<file path="src/rop_pkg.sv">
// Constants, select codes and carrier types for the real-time output port.
// Assumes a single system clock and a CPU-side special-register access port.

// ****************************************
// Package
// ****************************************
package rop_pkg;

	localparam int RT_WIDTH = 8;
	localparam int NIB_W    = 4;

	// Register select codes on the special-register port.
	typedef enum logic [2:0]
	{
		ROP_SEL_BUF_LOW  = 3'h0,
		ROP_SEL_BUF_HIGH = 3'h1,
		ROP_SEL_DIR      = 3'h2,
		ROP_SEL_MODE     = 3'h3,
		ROP_SEL_CTRL     = 3'h4,
		ROP_SEL_LATCH    = 3'h5
	} rop_sel_t;

	// Reset values.
	localparam logic [7:0] DIR_RESET   = 8'hFF;
	localparam logic [7:0] MODE_RESET  = 8'h00;
	localparam logic [7:0] CTRL_RESET  = 8'h00;
	localparam logic [7:0] BUF_RESET   = 8'h00;
	localparam logic [7:0] LATCH_RESET = 8'h00;

	// Control register field positions.
	localparam int CTRL_TRIG_SEL_BIT = 0;
	localparam int CTRL_BYTE_BIT     = 1;
	localparam logic [7:0] CTRL_MASK = 8'h03;

	// Nibble masks.
	localparam logic [7:0] LOW_NIB_MASK  = 8'h0F;
	localparam logic [7:0] HIGH_NIB_MASK = 8'hF0;

	// Register access request from the CPU side.
	typedef struct packed
	{
		logic      wr;
		logic      rd;
		rop_sel_t  sel;
		logic [7:0] wdata;
	} rop_sfr_req_t;

	// Trigger events from the timers and the external edge detector.
	typedef struct packed
	{
		logic timer1_match_event;
		logic timer2_match_event;
		logic ext_pin2_edge_event;
	} rop_trig_t;

endpackage : rop_pkg

</file>
<file path="src/rop_realtime_output_port.sv">
// Real-time output port: buffers, mode and control registers, port latch
// and direction, and the hardware transfer of buffer data on trigger events.
// Assumes register requests and trigger pulses come from logic on sys_clk,
// and that the port pins are external and asynchronous to sys_clk.

`timescale 1ns/100ps

module rop_realtime_output_port
	import rop_pkg::*;
(
	// Clock and reset
	input  wire logic                sys_clk,
	input  wire logic                rst,
	// Register access
	input  wire rop_sfr_req_t        sfr_req,
	output logic [7:0]               sfr_rdata,
	output logic                     sfr_rvalid,
	// Trigger events
	input  wire rop_trig_t           trig,
	// Port pins
	input  wire logic [RT_WIDTH-1:0] pin_in,
	output logic [RT_WIDTH-1:0]      pin_out,
	output logic [RT_WIDTH-1:0]      pin_oe
);

	// ****************************************
	// Registers
	// ****************************************
	logic [7:0] buf_q;
	logic [7:0] buf_d;
	logic [7:0] dir_q;
	logic [7:0] dir_d;
	logic [7:0] mode_q;
	logic [7:0] mode_d;
	logic [7:0] ctrl_q;
	logic [7:0] ctrl_d;
	logic [7:0] latch_q;
	logic [7:0] latch_d;
	logic [7:0] pin_meta_q;
	logic [7:0] pin_sync_q;
	logic [7:0] rdata_q;
	logic [7:0] rdata_d;
	logic       rvalid_q;
	logic       rvalid_d;
	logic [7:0] oe_d;

	// ****************************************
	// Decode
	// ****************************************
	wire logic wr_buf_low  = sfr_req.wr && (sfr_req.sel == ROP_SEL_BUF_LOW);
	wire logic wr_buf_high = sfr_req.wr && (sfr_req.sel == ROP_SEL_BUF_HIGH);
	wire logic wr_dir      = sfr_req.wr && (sfr_req.sel == ROP_SEL_DIR);
	wire logic wr_mode     = sfr_req.wr && (sfr_req.sel == ROP_SEL_MODE);
	wire logic wr_ctrl     = sfr_req.wr && (sfr_req.sel == ROP_SEL_CTRL);
	wire logic wr_latch    = sfr_req.wr && (sfr_req.sel == ROP_SEL_LATCH);

	wire logic byte_mode = ctrl_q[CTRL_BYTE_BIT];
	wire logic trig_sel  = ctrl_q[CTRL_TRIG_SEL_BIT];

	// ****************************************
	// Buffer write
	// ****************************************
	// In byte mode either address loads both halves; otherwise each address
	// owns its nibble and the other half of the written data is dropped.
	wire logic load_low  = wr_buf_low || (byte_mode && wr_buf_high);
	wire logic load_high = wr_buf_high || (byte_mode && wr_buf_low);

	assign buf_d = ((load_low ? sfr_req.wdata : buf_q) & LOW_NIB_MASK)
		| ((load_high ? sfr_req.wdata : buf_q) & HIGH_NIB_MASK);

	// ****************************************
	// Trigger selection
	// ****************************************
	// Triggers are single-cycle pulses sampled directly, so a pulse held
	// for one cycle moves the buffer exactly once at the following edge.
	wire logic fire_high_2ch = trig_sel ? trig.timer1_match_event
		: trig.timer2_match_event;
	wire logic fire_low_2ch  = trig_sel ? trig.ext_pin2_edge_event
		: trig.timer1_match_event;
	wire logic fire_byte     = trig_sel ? trig.ext_pin2_edge_event
		: trig.timer1_match_event;

	wire logic fire_high = byte_mode ? fire_byte : fire_high_2ch;
	wire logic fire_low  = byte_mode ? fire_byte : fire_low_2ch;

	wire logic [7:0] fire_mask = {{NIB_W{fire_high}}, {NIB_W{fire_low}}};

	// ****************************************
	// Output latch, per bit
	// ****************************************
	genvar gi;
	generate
		for (gi = 0; gi < RT_WIDTH; gi++)
		begin : g_bit
			// A real-time pin ignores software writes; a port pin ignores triggers.
			wire logic sw_load = wr_latch && !mode_q[gi];
			wire logic hw_load = fire_mask[gi] && mode_q[gi];
			assign latch_d[gi] = hw_load ? buf_q[gi]
				: (sw_load ? sfr_req.wdata[gi] : latch_q[gi]);
		end
	endgenerate

	// ****************************************
	// Read data
	// ****************************************
	// Input pins read their synchronised level, output pins their latch.
	wire logic [7:0] port_view = (dir_q & pin_sync_q) | (~dir_q & latch_q);
	wire logic [7:0] buf_view  = buf_q & mode_q;

	// Both buffer selects return the same combined byte.
	wire logic sel_buf   = (sfr_req.sel == ROP_SEL_BUF_LOW)
		|| (sfr_req.sel == ROP_SEL_BUF_HIGH);
	wire logic sel_dir   = (sfr_req.sel == ROP_SEL_DIR);
	wire logic sel_mode  = (sfr_req.sel == ROP_SEL_MODE);
	wire logic sel_ctrl  = (sfr_req.sel == ROP_SEL_CTRL);
	wire logic sel_latch = (sfr_req.sel == ROP_SEL_LATCH);

	// Unused selects match no term and so read as zero.
	wire logic [7:0] rd_buf_term   = {8{sel_buf}} & buf_view;
	wire logic [7:0] rd_dir_term   = {8{sel_dir}} & dir_q;
	wire logic [7:0] rd_mode_term  = {8{sel_mode}} & mode_q;
	wire logic [7:0] rd_ctrl_term  = {8{sel_ctrl}} & ctrl_q;
	wire logic [7:0] rd_latch_term = {8{sel_latch}} & port_view;

	wire logic [7:0] rd_mux = rd_buf_term | rd_dir_term | rd_mode_term
		| rd_ctrl_term | rd_latch_term;

	// ****************************************
	// Register next values
	// ****************************************
	// The control register keeps only its two defined bits, so the spare
	// bits always read back as zero without any read-side masking.
	assign dir_d    = wr_dir ? sfr_req.wdata : dir_q;
	assign mode_d   = wr_mode ? sfr_req.wdata : mode_q;
	assign ctrl_d   = wr_ctrl ? (sfr_req.wdata & CTRL_MASK) : ctrl_q;
	assign rdata_d  = sfr_req.rd ? rd_mux : rdata_q;
	assign rvalid_d = sfr_req.rd;
	assign oe_d     = ~dir_d;

	// ****************************************
	// Buffer register
	// ****************************************
	always_ff @(posedge sys_clk)
	begin
		if (rst)
		begin
			buf_q <= BUF_RESET;
		end
		else
		begin
			buf_q <= buf_d;
		end
	end

	// ****************************************
	// Direction, mode and control registers
	// ****************************************
	always_ff @(posedge sys_clk)
	begin
		if (rst)
		begin
			dir_q <= DIR_RESET;
		end
		else
		begin
			dir_q <= dir_d;
		end
	end

	always_ff @(posedge sys_clk)
	begin
		if (rst)
		begin
			mode_q <= MODE_RESET;
		end
		else
		begin
			mode_q <= mode_d;
		end
	end

	always_ff @(posedge sys_clk)
	begin
		if (rst)
		begin
			ctrl_q <= CTRL_RESET;
		end
		else
		begin
			ctrl_q <= ctrl_d;
		end
	end

	// ****************************************
	// Output latch
	// ****************************************
	always_ff @(posedge sys_clk)
	begin
		if (rst)
		begin
			latch_q <= LATCH_RESET;
		end
		else
		begin
			latch_q <= latch_d;
		end
	end

	// ****************************************
	// Pin synchroniser
	// ****************************************
	// Pins are asynchronous; only the second stage is read.
	always_ff @(posedge sys_clk)
	begin
		if (rst)
		begin
			pin_meta_q <= 8'h00;
		end
		else
		begin
			pin_meta_q <= pin_in;
		end
	end

	always_ff @(posedge sys_clk)
	begin
		if (rst)
		begin
			pin_sync_q <= 8'h00;
		end
		else
		begin
			pin_sync_q <= pin_meta_q;
		end
	end

	// ****************************************
	// Read response
	// ****************************************
	always_ff @(posedge sys_clk)
	begin
		if (rst)
		begin
			rdata_q <= 8'h00;
		end
		else
		begin
			rdata_q <= rdata_d;
		end
	end

	always_ff @(posedge sys_clk)
	begin
		if (rst)
		begin
			rvalid_q <= 1'b0;
		end
		else
		begin
			rvalid_q <= rvalid_d;
		end
	end

	// ****************************************
	// Outputs
	// ****************************************
	// The pin is driven only where direction is output; real-time output
	// depends on software clearing the direction bit first.
	always_ff @(posedge sys_clk)
	begin
		if (rst)
		begin
			pin_out <= LATCH_RESET;
		end
		else
		begin
			pin_out <= latch_d;
		end
	end

	always_ff @(posedge sys_clk)
	begin
		if (rst)
		begin
			pin_oe <= ~DIR_RESET;
		end
		else
		begin
			pin_oe <= oe_d;
		end
	end

	assign sfr_rdata  = rdata_q;
	assign sfr_rvalid = rvalid_q;

endmodule : rop_realtime_output_port

</file>
<file path="config.mk">
export PLATFORM = sky130hd
export DESIGN_NAME = rop_realtime_output_port
export DESIGN_NICKNAME = d
export VERILOG_FILES = /design/src/rop_pkg.sv /design/src/rop_realtime_output_port.sv
export SDC_FILE = /design/constraint.sdc
export NUM_CORES = 1
export LEC_CHECK = 0
export ABC_AREA = 1
export BUFFER_PORTS_ARGS = -buffer_cell sky130_fd_sc_hd__buf_4
export CAP_MARGIN = 20
export CORE_MARGIN = 2
export CORE_UTILIZATION = 40
export CTS_CLUSTER_DIAMETER = 200
export DETAILED_ROUTE_END_ITERATION = 8
export PLACE_DENSITY_LB_ADDON = 0.2
export SLEW_MARGIN = 20
export SYNTH_ARGS = -nofsm -noshare
export SYNTH_HDL_FRONTEND = slang
export SYNTH_SLANG_ARGS = --single-unit
export TNS_END_PERCENT = 1
</file>
<file path="constraint.sdc">
create_clock -name sys_clk -period 3.2 [get_ports sys_clk]
set_input_delay 0.48 -clock sys_clk [delete_from_list [all_inputs] [get_ports sys_clk]]
set_output_delay 0.48 -clock sys_clk [all_outputs]
set_load 0.01 [all_outputs]
</file>
==> reports/results.txt <==
port bufs -> 50
final-report setup violation count -> 0
CTS Hold Buffers Added -> 0
Post-synth EDFFs -> 0
RePlAce Congestion -> 0.8411
vias in the first global route -> 2,370
via count -> 2,546
final wirelength -> 6825 um
layout cell share with drive strength beyond 1 -> 17.19%
critical path startpoint category -> input port
Reg2Reg Launch Point -> ctrl_q[0]
Fmax -> 632.2 MHz
site row count -> 30
final worst-path cycle share -> 49.43%
CTS tree -> yes
fin. max-slew vios -> 0
clk slew on worst S/H paths -> 0.07 ns
H-tree depth -> 3
Final Hold Vio Count -> 0
Post-Place Setup Slack -> 1.277 ns
DR vias/cell -> 4.877
antenna viol nets, final -> 0
status -> finished clean
setup TNS -> 0 ns
Arrival @ worst endpoint -> 1.85 ns
cell area after synthesis -> 0.002781 sq mm
post-CTS sizing -> 0
register area share after synthesis -> 48.22%
Tightest Hold Check Type -> in -> reg
detailed-route DRC error count -> 0
area added between synthesis and finish -> 24.11%
CP endpoint kind -> register
Worst Setup SP -> rst
multi-input logic area -> 0.001144 sq mm
die width -> 87.39 um
antenna cells -> 0
Cells after Synth -> 387
Placed Cells incl. Taps -> 506
Netlist cell types -> 22
Wirelength per Cell -> 13.07 um
total grt overflow -> 0
syn_area_per_cell -> 7.187 sq um
RSZ-0062 raised after global routing -> no
IR drop worst, VDD -> 0.2830 mV
#FFs+latches synth -> 67
hold wc startpoint -> pin_in[2]
Clock Skew -> 0.006480 ns
post-route cell area -> 0.003452 sq mm
worst-path maximum fanout -> 34
worst hold path depth -> 3
GRT Overall Usage -> 19.22%
power density over the cells -> 568.4 mW/mm^2
register area -> 0.001341 sq mm
die span in y -> 87.39 um
Nets -> 463
async set or reset register ratio after synthesis -> 0%
final-layout fill cell count -> 668
Iteration-0 DRC Markers -> 175
Post-DP Area -> 0.003193 sq mm
initial antenna violation count -> 0
cell leakage power -> 1.653 nW
Worst Path Required -> 3.47 ns
crit path kind -> in -> reg
Clk Latency, worst-skew pair -> 0.34 ns
clk root buf -> clkbuf_8
CTS Buf Count -> 9
r2r worst-path depth -> 7
setup ws final -> 1.618 ns
Tmin final -> 1.582 ns
final non-filler cell total -> 522
largest net degree at the start of global routing -> 35
Pre-antenna DRT Iters -> 4
Worst-Margin Slew -> 0.9168 ns
Clock Tree Buf Depth -> 2
Initial Utilization -> 41.17%
Post-CTS Setup Inserts -> 0
Yosys warnings -> 0
I/O pin total -> 51
post-synth net total -> 413
Max Cap Viol -> 0
clock sinks -> 67
Core Region -> 0.006756 sq mm
first-pass GRT wire length -> 11,210 um
hpwl dp -> 4663 um
Die Area -> 0.007636 sq mm
Synth Flop Type -> dfxtp_1
total chip power -> 0.001962 W
relative slew slack -> 38.81%
[path summary, 6_finish.rpt]
kind,endpoint,slack [ns]
max,sfr_rdata[7],1.62
max reg2reg,pin_out[1],1.91
min reg2reg,pin_sync_q[7],0.40
min,pin_meta_q[2],0.33
[metal layers]
layer	part of all wire, %	track usage, %	vias to the layer above
met5	0	0	-
met2	49	32.51	64
met3	6.4	5.687	6
met1	44	23.30	1147
li1	-	-	1329
met4	1.2	6.294	0
[Yosys cell counts, types with 4 or more instances]
library cell	number	area [sq um]
inv_1	60	225.2
nand3_1	23	115.1
a31oi_1	6	37.54
o21ai_2	4	35.03
dfxtp_1	67	1341
nand2_1	72	270.3
a21oi_1	23	115.1
buf_2	5	25.02
nand4_1	4	25.02
o21ai_0	46	230.2
nor2_1	59	221.5
clkbuf_1	5	18.77
[layout by cell type, fill, tap and decap left out, types with 2 or more instances in the layout]
| master | synthesis | layout |
|---|---|---|
| o21a_1 | 2 | 2 |
| nor3_1 | 2 | 2 |
| nand4_1 | 4 | 4 |
| o21ai_2 | 4 | 4 |
| dfxtp_1 | 67 | 67 |
| clkbuf_8 | 0 | 11 |
| nand3_1 | 23 | 23 |
| bufinv_16 | 0 | 3 |
| buf_4 | 0 | 50 |
| inv_1 | 60 | 60 |
| a21oi_1 | 23 | 23 |
| inv_2 | 2 | 2 |
| nand2_1 | 72 | 72 |
| a31oi_1 | 6 | 6 |
| nor2_1 | 59 | 59 |
| o21ai_0 | 46 | 46 |
[power by group]
| group | switching, W | internal [W] |
|---|---|---|
| Sequential | 0.0000199 | 0.000870 |
| Combinational | 0.000107 | 0.0000722 |
| Clock | 0.000328 | 0.000564 |
| Total | 0.000455 | 0.00151 |
[worst max-delay path: stages]
cell and delay [ns]:
buf_4 0.20, inv_1 0.70, o21ai_0 0.26, a31oi_1 0.19
[kinds of logic after synthesis]
group | synth area share [%]
DFF | 48.22
and+or+nand+nor | 25.28
AOI/OAI and AO/OA | 15.83
buffers and inverters | 10.66
[stage by stage]
stage                     utilization, %  hold slack [ns]
after global placement             47.26           0.3894
after global routing               51.09           0.3264
after CTS                          51.09           0.3217
after detailed placement           47.26           0.3920
final                              51.09           0.3305
after floorplan                        -           0.3883
[cell type report]
cell class	instances	share of cell area, %
Sequential cell	67	38.85
Multi-Input combinational cell	247	33.13
Timing Repair Buffer	50	10.87
Inverter	62	6.742
Clock buffer	11	4.386
Clock inverter	5	3.117
Tap cell	80	2.900
(Power assumes the default switching activity.)
